**config.mk**
```make
export PLATFORM = sky130hd
export DESIGN_NAME = seecl_loader
export DESIGN_NICKNAME = d
export VERILOG_FILES = /design/src/hw/seecl_pkg.sv /design/src/hw/seecl_bitio.sv /design/src/hw/seecl_loader.sv
export VERILOG_INCLUDE_DIRS = /design/src /design/src/hw
export SDC_FILE = /design/constraint.sdc
export NUM_CORES = 1
export LEC_CHECK = 0
export ABC_AREA = 1
export BUFFER_PORTS_ARGS = -buffer_cell sky130_fd_sc_hd__buf_2
export CAP_MARGIN = 25
export CORE_ASPECT_RATIO = 0.7
export CORE_MARGIN = 10
export CORE_UTILIZATION = 62
export DETAILED_ROUTE_END_ITERATION = 8
export HOLD_SLACK_MARGIN = 0.08
export PLACE_DENSITY = 0.86
export SLEW_MARGIN = 20
export SYNTH_ARGS = -nofsm -noshare
export SYNTH_HDL_FRONTEND = slang
export SYNTH_HIERARCHICAL = 1
export SYNTH_SLANG_ARGS = --single-unit
```
**constraint.sdc**
```tcl
create_clock -name i_clk -period 4.1 [get_ports i_clk]
set_input_delay 0.205 -clock i_clk [delete_from_list [all_inputs] [get_ports i_clk]]
set_output_delay 0.205 -clock i_clk [all_outputs]
set_load 0.02 [all_outputs]
```
**src/hw/seecl_cfg.svh**
```systemverilog
// constants of the serial eeprom configuration loader
`ifndef SEECL_CFG_SVH
`define SEECL_CFG_SVH
`define SEECL_CLK_PERIOD_NS 5
`define SEECL_SCL_PERIOD_NS 2500
`define SEECL_QTR_CYC ((`SEECL_SCL_PERIOD_NS + 4 * `SEECL_CLK_PERIOD_NS - 1) / (4 * `SEECL_CLK_PERIOD_NS))
`define SEECL_DIV_W 9
`define SEECL_HI_W 11
`define SEECL_DEV_WR 8'ha0
`define SEECL_DEV_RD 8'ha1
`define SEECL_START_ADDR 8'h00
`define SEECL_SIG 8'h5a
`define SEECL_LAST 3'h6
`define SEECL_ID_RST 16'h0000
`define SEECL_GCFG_RST 16'h0000
`endif

```
**src/hw/seecl_pkg.sv**
```systemverilog
// types of the serial eeprom configuration loader
package seecl_pkg;
    typedef enum logic [1:0] {OP_START = 2'h0, OP_WRITE = 2'h1, OP_READ = 2'h3, OP_STOP = 2'h2} seecl_op_t;

    typedef enum logic [3:0] {
        ST_START = 4'h0,
        ST_DEVW = 4'h1,
        ST_ADDR = 4'h3,
        ST_RSTART = 4'h2,
        ST_DEVR = 4'h6,
        ST_READ = 4'h7,
        ST_STOP = 4'h5,
        ST_IDLE = 4'h4,
        ST_WDATA = 4'hc
    } seecl_state_t;

    typedef struct packed {
        logic [15:0] sub_id;
        logic [15:0] sub_vid;
        logic [15:0] gen_cfg;
    } seecl_cfg_t;

    typedef struct packed {
        logic write;
        logic [7:0] addr;
        logic [7:0] wdata;
    } seecl_host_req_t;

    typedef struct packed {
        seecl_op_t op;
        logic busy;
        logic [1:0] phase;
        logic [3:0] bitn;
        logic [8:0] div;
        logic [7:0] shift;
        logic ack_send;
        logic ack_seen;
        logic scl;
        logic sda_oe;
        logic done;
        logic sda_s1;
        logic sda_s2;
        logic [10:0] hi_run;
    } seecl_bit_st_t;

    typedef struct packed {
        seecl_state_t st;
        logic wait_op;
        logic loading;
        logic fail;
        logic abort;
        logic [2:0] cnt;
        logic [6:0][7:0] stage;
        seecl_cfg_t cfg;
        seecl_host_req_t req;
        logic load_done;
        logic found;
        logic hw_seen;
        logic ready;
        logic host_ack;
        logic host_err;
        logic [7:0] host_rdata;
        logic op_valid;
        seecl_op_t op;
        logic [7:0] tx;
        logic ack_send;
    } seecl_main_st_t;
endpackage

```
**src/hw/seecl_bitio.sv**
```systemverilog
// two-wire bit engine: start, stop, byte write and byte read
`include "seecl_cfg.svh"
module seecl_bitio (
    input wire logic i_clk,
    input wire logic i_rst_n,
    input wire logic i_op_valid,
    input wire seecl_pkg::seecl_op_t i_op,
    input wire logic [7:0] i_tx_byte,
    input wire logic i_ack_send,
    input wire logic i_sda,
    output logic o_done,
    output logic [7:0] o_rx_byte,
    output logic o_ack_seen,
    output logic o_scl,
    output logic o_sda_oe
);
    seecl_pkg::seecl_bit_st_t q, d;

    always_comb
    begin
        d = q;
        d.done = 1'b0;
        d.sda_s1 = i_sda;
        d.sda_s2 = q.sda_s1;
        // saturate so a long idle high clock cannot wrap to a short count
        if (!q.scl)
            d.hi_run = 11'h000;
        else if (q.hi_run != 11'h7ff)
            d.hi_run = q.hi_run + 11'h001;
        if (!q.busy)
        begin
            if (i_op_valid)
            begin
                d.busy = 1'b1;
                d.op = i_op;
                d.phase = 2'h0;
                d.bitn = 4'h0;
                d.div = 9'h000;
                d.shift = i_tx_byte;
                d.ack_send = i_ack_send;
            end
        end
        else if (q.div != 9'(`SEECL_QTR_CYC - 1))
        begin
            d.div = q.div + 9'h001;
        end
        else
        begin
            d.div = 9'h000;
            d.phase = q.phase + 2'h1;
            unique case (q.phase)
                2'h0:
                begin
                    // data only moves while the clock is low
                    if (q.op == seecl_pkg::OP_START)
                        d.sda_oe = 1'b0;
                    else if (q.op == seecl_pkg::OP_STOP)
                        d.sda_oe = 1'b1;
                    else if (q.bitn == 4'h8)
                        d.sda_oe = (q.op == seecl_pkg::OP_READ) && q.ack_send;
                    else
                        d.sda_oe = (q.op == seecl_pkg::OP_WRITE) && !q.shift[7];
                end
                2'h1:
                    d.scl = 1'b1;
                2'h2:
                begin
                    if (q.op == seecl_pkg::OP_START)
                        d.sda_oe = 1'b1;
                    else if (q.op == seecl_pkg::OP_STOP)
                        d.sda_oe = 1'b0;
                    else if (q.bitn == 4'h8)
                        d.ack_seen = !q.sda_s2;
                    else if (q.op == seecl_pkg::OP_READ)
                        d.shift = {q.shift[6:0], q.sda_s2};
                end
                2'h3:
                begin
                    if (q.op != seecl_pkg::OP_STOP)
                        d.scl = 1'b0;
                    if (q.op == seecl_pkg::OP_WRITE)
                        d.shift = {q.shift[6:0], 1'b0};
                    d.bitn = q.bitn + 4'h1;
                    if (q.op == seecl_pkg::OP_START || q.op == seecl_pkg::OP_STOP || q.bitn == 4'h8)
                    begin
                        d.busy = 1'b0;
                        d.done = 1'b1;
                    end
                end
            endcase
        end
    end

    always_ff @(posedge i_clk or negedge i_rst_n)
    begin
        if (!i_rst_n)
        begin
            q <= '0;
            q.scl <= 1'b1;
            q.sda_s1 <= 1'b1;
            q.sda_s2 <= 1'b1;
        end
        else
            q <= d;
    end

    assign o_done = q.done;
    assign o_rx_byte = q.shift;
    assign o_ack_seen = q.ack_seen;
    assign o_scl = q.scl;
    assign o_sda_oe = q.sda_oe;

    sda_stable_a: assert property (@(posedge i_clk) disable iff (!i_rst_n)
        (q.scl && $past(q.scl) && q.sda_oe != $past(q.sda_oe))
        |-> (q.op == seecl_pkg::OP_START || q.op == seecl_pkg::OP_STOP))
        else $error("data line moved while clock high outside start or stop");
    start_cond_a: assert property (@(posedge i_clk) disable iff (!i_rst_n)
        ($fell(q.busy) && q.op == seecl_pkg::OP_START) |-> (q.sda_oe && !q.scl && $past(q.sda_oe, 2)))
        else $error("start did not end with data low");
    stop_cond_a: assert property (@(posedge i_clk) disable iff (!i_rst_n)
        ($fell(q.busy) && q.op == seecl_pkg::OP_STOP) |-> (!q.sda_oe && q.scl))
        else $error("stop did not end with data released and clock high");
    clk_high_a: assert property (@(posedge i_clk) disable iff (!i_rst_n)
        $fell(q.scl) |-> q.hi_run >= 11'(2 * `SEECL_QTR_CYC))
        else $error("serial clock high phase too short");
endmodule

```
**src/hw/seecl_loader.sv**
```systemverilog
// power-up serial eeprom configuration loader with host access port
// Overview of operation
// - after reset, probe the eeprom and load ids and two configuration bytes
// - check the signature byte; abandon the load when it mismatches
// - data line moves only while the serial clock is low
// - start and stop are data changes while the serial clock is high
// - dummy write of address zero, repeated start, device address, then read
// - read starts at byte zero and proceeds sequentially byte by byte
// - seven bytes are fetched during a load whose signature matches, two when it mismatches
// - after loading, the host reads and writes the eeprom through this block
// - with no eeprom present, default configuration values stay in place
// - ids read zero unless loaded from eeprom or written by the host
`include "seecl_cfg.svh"
module seecl_loader (
    input wire logic i_clk,
    input wire logic i_rst_n,
    input wire logic i_cfg_serial_data,
    output logic o_cfg_serial_data,
    output logic o_cfg_serial_data_oe,
    output logic o_cfg_serial_clock,
    input wire logic i_host_req,
    input wire seecl_pkg::seecl_host_req_t i_host_cmd,
    output logic o_host_ready,
    output logic o_host_ack,
    output logic o_host_err,
    output logic [7:0] o_host_rdata,
    input wire logic i_host_id_we,
    input wire logic [15:0] i_host_sub_id,
    input wire logic [15:0] i_host_sub_vid,
    output seecl_pkg::seecl_cfg_t o_cfg,
    output logic o_load_done,
    output logic o_eeprom_found
);
    seecl_pkg::seecl_main_st_t q, d;
    logic bit_done;
    logic bit_ack_seen;
    logic [7:0] bit_rx;

    function automatic seecl_pkg::seecl_op_t op_of(input seecl_pkg::seecl_state_t st);
        unique case (st)
            seecl_pkg::ST_START, seecl_pkg::ST_RSTART: op_of = seecl_pkg::OP_START;
            seecl_pkg::ST_READ: op_of = seecl_pkg::OP_READ;
            seecl_pkg::ST_STOP: op_of = seecl_pkg::OP_STOP;
            default: op_of = seecl_pkg::OP_WRITE;
        endcase
    endfunction

    seecl_bitio u_bitio (
        .i_clk(i_clk),
        .i_rst_n(i_rst_n),
        .i_op_valid(q.op_valid),
        .i_op(q.op),
        .i_tx_byte(q.tx),
        .i_ack_send(q.ack_send),
        .i_sda(i_cfg_serial_data),
        .o_done(bit_done),
        .o_rx_byte(bit_rx),
        .o_ack_seen(bit_ack_seen),
        .o_scl(o_cfg_serial_clock),
        .o_sda_oe(o_cfg_serial_data_oe)
    );

    always_comb
    begin
        d = q;
        d.op_valid = 1'b0;
        d.host_ack = 1'b0;
        if (i_host_id_we)
        begin
            d.cfg.sub_id = i_host_sub_id;
            d.cfg.sub_vid = i_host_sub_vid;
            d.hw_seen = 1'b1;
        end
        if (q.st != seecl_pkg::ST_IDLE && !q.wait_op)
        begin
            d.wait_op = 1'b1;
            d.op_valid = 1'b1;
            d.op = op_of(q.st);
            d.ack_send = q.loading && q.cnt != `SEECL_LAST && !q.abort;
            unique case (q.st)
                seecl_pkg::ST_DEVW: d.tx = `SEECL_DEV_WR;
                seecl_pkg::ST_ADDR: d.tx = q.loading ? `SEECL_START_ADDR : q.req.addr;
                seecl_pkg::ST_WDATA: d.tx = q.req.wdata;
                seecl_pkg::ST_DEVR: d.tx = `SEECL_DEV_RD;
                default: d.tx = 8'h00;
            endcase
        end
        else if (q.st != seecl_pkg::ST_IDLE && bit_done)
        begin
            d.wait_op = 1'b0;
            unique case (q.st)
                seecl_pkg::ST_START:
                    d.st = seecl_pkg::ST_DEVW;
                seecl_pkg::ST_DEVW:
                begin
                    d.st = bit_ack_seen ? seecl_pkg::ST_ADDR : seecl_pkg::ST_STOP;
                    d.fail = !bit_ack_seen;
                end
                seecl_pkg::ST_ADDR:
                begin
                    d.fail = !bit_ack_seen;
                    if (!bit_ack_seen)
                        d.st = seecl_pkg::ST_STOP;
                    else if (!q.loading && q.req.write)
                        d.st = seecl_pkg::ST_WDATA;
                    else
                        d.st = seecl_pkg::ST_RSTART;
                end
                seecl_pkg::ST_WDATA:
                begin
                    d.fail = !bit_ack_seen;
                    d.st = seecl_pkg::ST_STOP;
                end
                seecl_pkg::ST_RSTART:
                    d.st = seecl_pkg::ST_DEVR;
                seecl_pkg::ST_DEVR:
                begin
                    d.fail = !bit_ack_seen;
                    d.cnt = 3'h0;
                    d.st = bit_ack_seen ? seecl_pkg::ST_READ : seecl_pkg::ST_STOP;
                end
                seecl_pkg::ST_READ:
                begin
                    d.stage[q.cnt] = bit_rx;
                    d.host_rdata = bit_rx;
                    if (q.loading && q.cnt == 3'h0 && bit_rx != `SEECL_SIG)
                        d.abort = 1'b1;
                    if (q.ack_send)
                        d.cnt = q.cnt + 3'h1;
                    else
                        d.st = seecl_pkg::ST_STOP;
                end
                seecl_pkg::ST_STOP:
                begin
                    if (q.loading)
                    begin
                        if (!q.fail && !q.abort)
                        begin
                            d.cfg.sub_vid = {q.stage[2], q.stage[1]};
                            d.cfg.sub_id = {q.stage[4], q.stage[3]};
                            d.cfg.gen_cfg = {q.stage[6], q.stage[5]};
                        end
                        d.found = !q.fail;
                        d.load_done = 1'b1;
                        d.loading = 1'b0;
                    end
                    else
                    begin
                        d.host_ack = 1'b1;
                        d.host_err = q.fail;
                    end
                    d.fail = 1'b0;
                    d.abort = 1'b0;
                    d.st = seecl_pkg::ST_IDLE;
                end
                default:
                    d.st = seecl_pkg::ST_IDLE;
            endcase
        end
        else if (q.st == seecl_pkg::ST_IDLE && i_host_req)
        begin
            d.req = i_host_cmd;
            d.st = seecl_pkg::ST_START;
        end
        d.ready = d.st == seecl_pkg::ST_IDLE;
    end

    always_ff @(posedge i_clk or negedge i_rst_n)
    begin
        if (!i_rst_n)
        begin
            q <= '0;
            q.st <= seecl_pkg::ST_START;
            q.loading <= 1'b1;
            q.cfg <= {`SEECL_ID_RST, `SEECL_ID_RST, `SEECL_GCFG_RST};
        end
        else
            q <= d;
    end

    assign o_cfg_serial_data = 1'b0;
    assign o_host_ready = q.ready;
    assign o_host_ack = q.host_ack;
    assign o_host_err = q.host_err;
    assign o_host_rdata = q.host_rdata;
    assign o_cfg = q.cfg;
    assign o_load_done = q.load_done;
    assign o_eeprom_found = q.found;

    sig_abort_a: assert property (@(posedge i_clk) disable iff (!i_rst_n)
        (q.st == seecl_pkg::ST_STOP && bit_done && q.loading && q.abort && !i_host_id_we) |=> $stable(q.cfg))
        else $error("configuration changed after bad signature");
    nack_keep_a: assert property (@(posedge i_clk) disable iff (!i_rst_n)
        (q.st == seecl_pkg::ST_STOP && bit_done && q.loading && q.fail && !i_host_id_we)
        |=> ($stable(q.cfg) && q.load_done && !q.found))
        else $error("failed probe altered configuration");
    byte_count_a: assert property (@(posedge i_clk) disable iff (!i_rst_n)
        (q.op_valid && q.op == seecl_pkg::OP_READ && q.loading && !q.abort) |-> (q.ack_send == (q.cnt != 3'h6)))
        else $error("load read count is not seven");
    addr_zero_a: assert property (@(posedge i_clk) disable iff (!i_rst_n)
        (q.op_valid && q.st == seecl_pkg::ST_ADDR && q.loading) |-> (q.tx == 8'h00 && $past(q.st, 1) == q.st))
        else $error("load byte address is not zero");
    rd_addr_a: assert property (@(posedge i_clk) disable iff (!i_rst_n)
        (q.op_valid && q.st == seecl_pkg::ST_DEVR) |-> (q.tx == 8'ha1 && q.op == seecl_pkg::OP_WRITE))
        else $error("read address byte wrong");
    host_after_a: assert property (@(posedge i_clk) disable iff (!i_rst_n)
        q.host_ack |-> (q.load_done && !q.loading && q.ready))
        else $error("host access completed before load finished");
    id_zero_a: assert property (@(posedge i_clk) disable iff (!i_rst_n)
        (!q.found && !q.hw_seen) |-> (q.cfg.sub_id == 16'h0000 && q.cfg.sub_vid == 16'h0000))
        else $error("ids nonzero without load or host write");
    no_dev_a: assert property (@(posedge i_clk) disable iff (!i_rst_n)
        (q.st == seecl_pkg::ST_DEVW && bit_done && !bit_ack_seen && q.loading) |=> q.st == seecl_pkg::ST_STOP ##0 q.fail)
        else $error("missing eeprom not handled");

    load_ok_c: cover property (@(posedge i_clk) disable iff (!i_rst_n) $rose(q.load_done) && q.found && q.hw_seen == 1'b0);
    load_none_c: cover property (@(posedge i_clk) disable iff (!i_rst_n) $rose(q.load_done) && !q.found);
    host_rd_c: cover property (@(posedge i_clk) disable iff (!i_rst_n) q.host_ack && !q.req.write && !q.host_err);
    host_wr_c: cover property (@(posedge i_clk) disable iff (!i_rst_n) q.host_ack && q.req.write);
endmodule

```
Word-level counts from Yosys, hierarchy flattened --
Cells that the tools add are included.
Word-level totals: register bits 190, input port bits 54
Cells by class: $add $sub $neg 4, magnitude comparators 2, equality and inequality tests 33, multiplexer cells 66, bitwise logic cells 7, reduce and logical (&&, ||, !) cells 50
Operator list (count):
- 48-bit two-way mux | 3
- 111-bit two-way mux | 1
- 8-bit two-way mux | 9
- 67-bit two-way mux | 1
- 56-bit bitwise mux | 1
- 56-bit two-way mux | 1
- 17-bit two-way mux | 2
- 32-bit two-way mux | 1
- 8-bit one-hot mux with 4 select lines | 1
- 4-bit two-way mux | 7
- 4-bit one-hot mux with 7 select lines | 1
- 25-bit two-way mux | 1
- 8-bit demux with 3-bit select | 1
- 24-bit two-way mux | 1
- 4-bit AND reduction | 6
- 3-bit inequality test (second input constant) | 7
- 4-bit by 3-bit == test with 1-bit output (second input constant) | 5
- 10-bit two-way mux | 2
- 8-bit one-hot mux with 2 select lines | 1
- 1-bit two-way mux | 15
- 3-bit AND reduction | 5
- 2-bit nonzero test | 7
- 1-bit logical AND | 12
- 12-bit two-way mux | 1
- other kinds (36) | 70

Depth between registers and ports, before layout --
Gate-level depths: netlist (run 1).
depth in word-level cells 8, mapped depth 11, gate-level depth less buffers 11

Modules after synthesis --
Netlist (run 1), hierarchy kept.
Modules (own cells, without submodules):
- seecl_loader | instances 1, cells each 730, area each 6830.3 um^2, seq. area each 3729.8 um^2
- seecl_bitio | instances 1, cells each 236, area each 1890.6 um^2, seq. area each 829.5 um^2

Least setup slack after synthesis (run 1) --
OpenSTA, ideal clock, no wires.
path type reg2reg, from register q[155] (netlist bit), to register q (netlist bit o_cfg[16]), library setup time 130 ps, arrival time 1558 ps, data required time 3970 ps, slack 2411 ps, stages on the path, launching flop included 12, path buffers 4, clock period less this slack 1689 ps, cells stage by stage dfrtp_1 > buf_4 > nor2_4 > nand3_4 > nor2_2 > nand2_1 > or2_1 > buf_2 > buf_6 > buf_6 > nand2_1 > o21ai_1
RTL lines:
- start: declaration | line seecl_loader.sv:34 | seecl_pkg::seecl_main_st_t q, d;

==> flow_summary.yaml, run 1 <==
floorplan:
  dieArea_um2: 19300
  rows: 36
  die_h_um: 119
  die-width_um: 162
  coreArea_um2: 13800
  start_util: 0.631
  ios: 118
global_routing:
  grt_max_degree: 98
  grtUsageMet3: 0.0551
  use_met2: 0.304
  antenna_found_initial: 0
  grt_use_met1: 0.272
  top_usage_layer: "met2"
  grt.overflow.total: 0
  grt_pass1_wl_um: 31700
  grt_usage: 0.199
  grt_pass1_vias: 6353
worst_setup_path:
  critPathKind: "flop to flop"
  crit_fanout: 56
  start_kind: "flop"
  required_ns: 4.39
  worst_ep_arrival_time_ns: 2.62
  end_kind: "flop"
synthesis:
  avgSynthCellArea_um2: 9.03
  ys_top_cells_by_count: "nand2_1 (246), dfrtp_1 (178), inv_1 (108)"
  synthTopCellsByArea: "dfrtp_1 (51%), nand2_1 (11%), mux2_2 (6.1%)"
  netlist.area_leader.share: 0.511
  async_reset_ff_frac: 1.00
  yosys_register_bits: 182
  ys_types: 37
  synth_area_um2: 8720
  synthCells: 966
  synth-edff-count: 0
  yosysMostFrequentCell: "nand2_1"
  synth_top_area_cell: "dfrtp_1"
  yosysSeqAreaShare: 0.523
  syn_nets: 1031
  ys_warn_count: 6
  ys.flop_type: "dfrtp_1"
timing:
  rsz0062_at_grt: "no"
  final_max_slew_viol_count: 0
  hold_ws_ns: 0.119
  period_share: 0.569
  setup-violations-final: 0
  fin_ws_ns: 1.77
  period_minus_slack_ns: 2.33
  worstMarginPinSlew_ns: 0.877
  fmax_ghz: 0.428
  finalHoldViolations: 0
  skew_ns: 0.00989
  maxSlewHeadroom: 0.415
  fin_setup_tns_ns: 0
clocking:
  clock-sinks: 182
  h-tree-depth: 4
  cts_made_buffers: 17
  root_buffer: "clkbuf_16"
  tritoncts: "yes"
  ctsLongestPathBuffers: 2
  clkLatencyLatePin_ns: 0.43
  cts_post_setup_buffers_inserted: 0
  clk_pin_slew_ns: 0.07
power:
  leakage_uw: 0.00484
  power_uw: 3670
  ir_worst_vdd_mv: 0.360
  p_per_area_nw_per_um2: 379
finish:
  layout.nets: 1092
  antenna_cells: 0
  fill_cells: 1054
  area_growth_pct: 11.1
  design_area_um2: 9690
  drive_above_1_share: 0.216
worst_hold_path:
  min_path_type: "primary input to flop"
placement:
  io_buffers: 116
  place.gp.congestion: 0.896
  dp_hpwl_um: 13000
  dpl_cell_area_um2: 8910
  pre_cts_ws_ns: 1.87
drt:
  dr_total_vias: 6457
  drt_first_pass_iters: 6
  dr.first_iter.drc_count: 615
  vias_per_cell: 5.25
  post_drt_wl_per_cell_um: 15.5
  ant_nets: 0
  routed_wl_um: 19000
  drc: 0
run:
  cap_violations: 0
outcome:
  outcome: "complete, no violations"
-- logic make-up after synthesis --
logic type | Yosys count | synth area share
AO/OA/AOI/OAI | 156 | 0.0974
other | 1 | 0.000430
flip-flops | 182 | 0.523
multiplexers | 48 | 0.0618
adder cells (fa/ha/maj) | 11 | 0.0158
XOR/XNOR | 6 | 0.00603
buffers and inverters | 208 | 0.125
AND/OR/NAND/NOR | 354 | 0.171
-- cell usage in the layout, fill, tap and decap left out, types with 3 or more instances in the layout --
cell,instances
dlygate4sd3_1,19
clkinvlp_4,3
nand4_1,7
a22o_1,12
nor2_2,4
nand2_1,246
ha_1,11
nand2_2,6
clkinv_4,3
mux2_2,47
o21ai_1,40
dfstp_2,4
dfrtp_1,178
inv_1,108
nor3_1,3
buf_2,115
o22ai_1,3
inv_2,4
clkbuf_16,17
o21ai_0,86
clkbuf_8,3
nor2_4,4
nor2_1,42
a21oi_1,8
xor2_1,4
nand3_1,37
-- worst max-delay path: stages (launching register included) --
cell and delay, ns:
dfrtp_1 0.51, nor2_4 0.22, nand3_4 0.12, nor2_2 0.12, nand2_1 0.08, or2_2 0.52, buf_4 0.37, nand2_1 0.12
o21ai_1 0.07
-- through the flow --
step,utilization,instances
floorplan,-,966
global placement,0.645,1179
detailed placement,0.645,1179
CTS,0.701,1230
global route,0.701,1230
finish,0.701,1230
-- routing by layer --
metal / vias up / part of all wire
li1: 3149 / -
met1: 3056 / 0.46
met2: 230 / 0.45
met3: 22 / 0.075
met4: 0 / 0.014
met5: - / 0
-- worst paths after layout --
path	cells past startpoint	start	to	slack, ns
max	8	q[155]	o_cfg[33]	1.77
min	4	i_host_sub_id[8]	o_cfg[40]	0.12
max reg2reg	8	q[155]	o_cfg[33]	1.77
min reg2reg	0	u_bitio/d[11]	u_bitio/q[11]	0.36
max in group asynchronous	3	i_rst_n	asynchronous set/reset pin	2.74
min in group asynchronous	2	i_rst_n	q[38]	0.41
-- final cells by class --
cell class                 instances  area [um2]  share of cell area
sequential                       182        4560               0.471
multi-input combinational        576        3070               0.317
timing repair buffer             138         812              0.0838
clock buffer                      20         467              0.0482
inverter                         112         420              0.0434
tap                              190         238              0.0245
clock inverter                    12         118              0.0121
-- power breakdown --
part,leakage [uW],internal (uW),total (uW),switching (uW)
Sequential,0.00241,1830,1840,15.8
Combinational,0.00215,95.8,224,128
Clock,0.000281,894,1600,706
-- what timing repair did --
| action | in CTS | in global routing |
|---|---|---|
| hold endpoints to repair | 111 | 0 |
| hold buffers | 19 | 0 |
| resized for setup | 0 | 0 |
Note: power is estimated with default switching activity, not from simulation.
==> run 2: changes to the inputs <==
--- a/config.mk
+++ b/config.mk
@@ -11,10 +11,10 @@
 export CAP_MARGIN = 25
 export CORE_ASPECT_RATIO = 0.7
 export CORE_MARGIN = 10
-export CORE_UTILIZATION = 62
+export CORE_UTILIZATION = 58
 export DETAILED_ROUTE_END_ITERATION = 8
 export HOLD_SLACK_MARGIN = 0.08
-export PLACE_DENSITY = 0.86
+export PLACE_DENSITY = 0.81
 export SLEW_MARGIN = 20
 export SYNTH_ARGS = -nofsm -noshare
 export SYNTH_HDL_FRONTEND = slang
==> constraint.sdc (replaced) <==
create_clock -name i_clk -period 2.3 [get_ports i_clk]
set_input_delay 0.115 -clock i_clk [delete_from_list [all_inputs] [get_ports i_clk]]
set_output_delay 0.115 -clock i_clk [all_outputs]
set_load 0.02 [all_outputs]
==> flow_summary.yaml, run 2 (synthesis gave the netlist of run 1 again) <==
timing:
  fmax_ghz: 0.511
  rsz0062_at_grt: "no"
  fin_setup_tns_ns: 0
  period_share: 0.851
  maxSlewHeadroom: 0.540
  finalHoldViolations: 0
  final_max_slew_viol_count: 0
  skew_ns: 0.00611
  setup-violations-final: 0
  worstMarginPinSlew_ns: 0.689
  period_minus_slack_ns: 1.96
floorplan:
  coreArea_um2: 14700
  ios: 118
  die_h_um: 123
  die-width_um: 167
  rows: 37
  start_util: 0.592
  dieArea_um2: 20400
worst_setup_path:
  worstSetupPathDepth: 6
  critical-path-top-delay-family: "simple AND/OR/NAND/NOR gates"
  rrSetupSlack_ns: 0.34
  reg2regPathDepth: 6
  crit_fanout: 16
  crit_slowest_cell: "dfrtp_1"
  crit_top_cell: "nand2_1"
  cpPeakStageDelay_ns: 0.55
  critPathKind: "flop to flop"
  required_ns: 2.63
  end_kind: "flop"
  critPathBufInv: 1
  rr_startpoint: "q[155]"
  cp_cell_sequence: "nand2_1, inv_1, nand2_1, nor2_2, nand3_1, o21ai_0"
  start_kind: "flop"
  worst_ep_arrival_time_ns: 2.29
  cp-startpoint: "q[155]"
placement:
  place.gp.congestion: 0.857
  dpl_cell_area_um2: 9030
  dp_hpwl_um: 13200
  io_buffers: 116
clocking:
  root_buffer: "clkbuf_16"
  clkLatencyLatePin_ns: 0.43
  ctsLongestPathBuffers: 2
  cts_made_buffers: 17
  clock-sinks: 182
  cts_post_setup_buffers_inserted: 0
  clk_pin_slew_ns: 0.07
  h-tree-depth: 4
  tritoncts: "yes"
global_routing:
  grt_usage: 0.194
  grt.overflow.total: 0
  antenna_found_initial: 0
  grt_max_degree: 97
  grt_pass1_wl_um: 32900
  grt_pass1_vias: 6583
drt:
  drc: 0
  vias_per_cell: 5.15
  routed_wl_um: 19500
  dr.first_iter.drc_count: 550
  drt_first_pass_iters: 5
  ant_nets: 0
  dr_total_vias: 6578
  post_drt_wl_per_cell_um: 15.3
worst_hold_path:
  min_path_type: "primary input to flop"
  hold_depth: 4
power:
  p_per_area_nw_per_um2: 666
  ir_worst_vdd_mv: 0.554
  leakage_uw: 0.00505
outcome:
  outcome: "complete, no violations"
finish:
  finish.utilization: 0.691
  drive_above_1_share: 0.217
  final_common_cell: "nand2_1"
  area_growth_pct: 16.6
  antenna_cells: 0
  layout.nets: 1134
  design_area_um2: 10200
  mostFrequentLayoutCells: "nand2_1 (246), dfrtp_1 (178), buf_2 (115)"
run:
  cap_violations: 0
==> run 2: changes by cell type in the layout (fill, tap and decap cells not counted) <==
| cell | delta |
|---|---|
| clkbuf_8 | -3 |
| inv_8 | +1 |
| buf_12 | +3 |
| clkinv_4 | -1 |
| clkinv_2 | -1 |
| clkinv_8 | +1 |
| dlygate4sd3_1 | +32 |
| clkinvlp_4 | +1 |
| buf_4 | +7 |
| bufinv_16 | +2 |
==> run 2: worst min path at each step <==
| stage | start | endpoint | slack (ns) |
|---|---|---|---|
| after floorplan | i_rst_n | asynchronous set/reset pin | -0.18 |
| after global placement | i_rst_n | q[41] | 0.13 |
| after detailed placement | i_rst_n | q[41] | 0.13 |
| after CTS | i_host_req | q[33] | 0.15 |
| after global routing | i_host_req | q[33] | 0.19 |
| final | i_host_req | q[33] | 0.16 |
==> run 2: per-stage QoR <==
step	worst slack [ns]	cells	total power, uW	hold WS [ns]
final	0.343	1277	6770	0.162
after global routing	0.0981	1277	7010	0.190
after CTS	0.351	1277	6820	0.148
after detailed placement	0.361	1194	3740	0.135
after global placement	0.461	1194	3730	0.133
after floorplan	0.611	966	3620	-0.181
==> run 2: where the power goes <==
part	total, uW	switching [uW]	internal (uW)
Clock	3030	1290	1740
Sequential	3290	29.5	3260
Combinational	456	242	214
==> run 2: what timing repair did <==
action | CTS | global route
hold endpoints to repair | 108 | 0
gates resized for setup | 0 | 0
hold buffers | 51 | 0
==> run 2: area by class of cell <==
type                       count  area [um2]
clock buffer                  17         425
clock inverter                15         199
fill                        1180        4550
inverter                     112         420
multi-input combinational    576        3070
sequential                   182        4560
tap                          195         244
timing repair buffer         180        1240
==> run 2: per-layer routing <==
| layer | routed length, um | vias up | track usage | share of wire |
|---|---|---|---|---|
| met3 | 1190 | 19 | 0.0527 | 0.061 |
| met5 | 0 | - | 0 | 0 |
| met4 | 201 | 0 | 0.0432 | 0.010 |
| met1 | 9280 | 3134 | 0.267 | 0.48 |
| met2 | 8850 | 191 | 0.302 | 0.45 |
| li1 | - | 3234 | - | - |
==> run 2: tightest hold or removal path: cells and delay by family <==
kind	cells	cell delay, ns
AO/OA/AOI/OAI	1	0.08
buffers and inverters	2	0.27
AND/OR/NAND/NOR	1	0.08
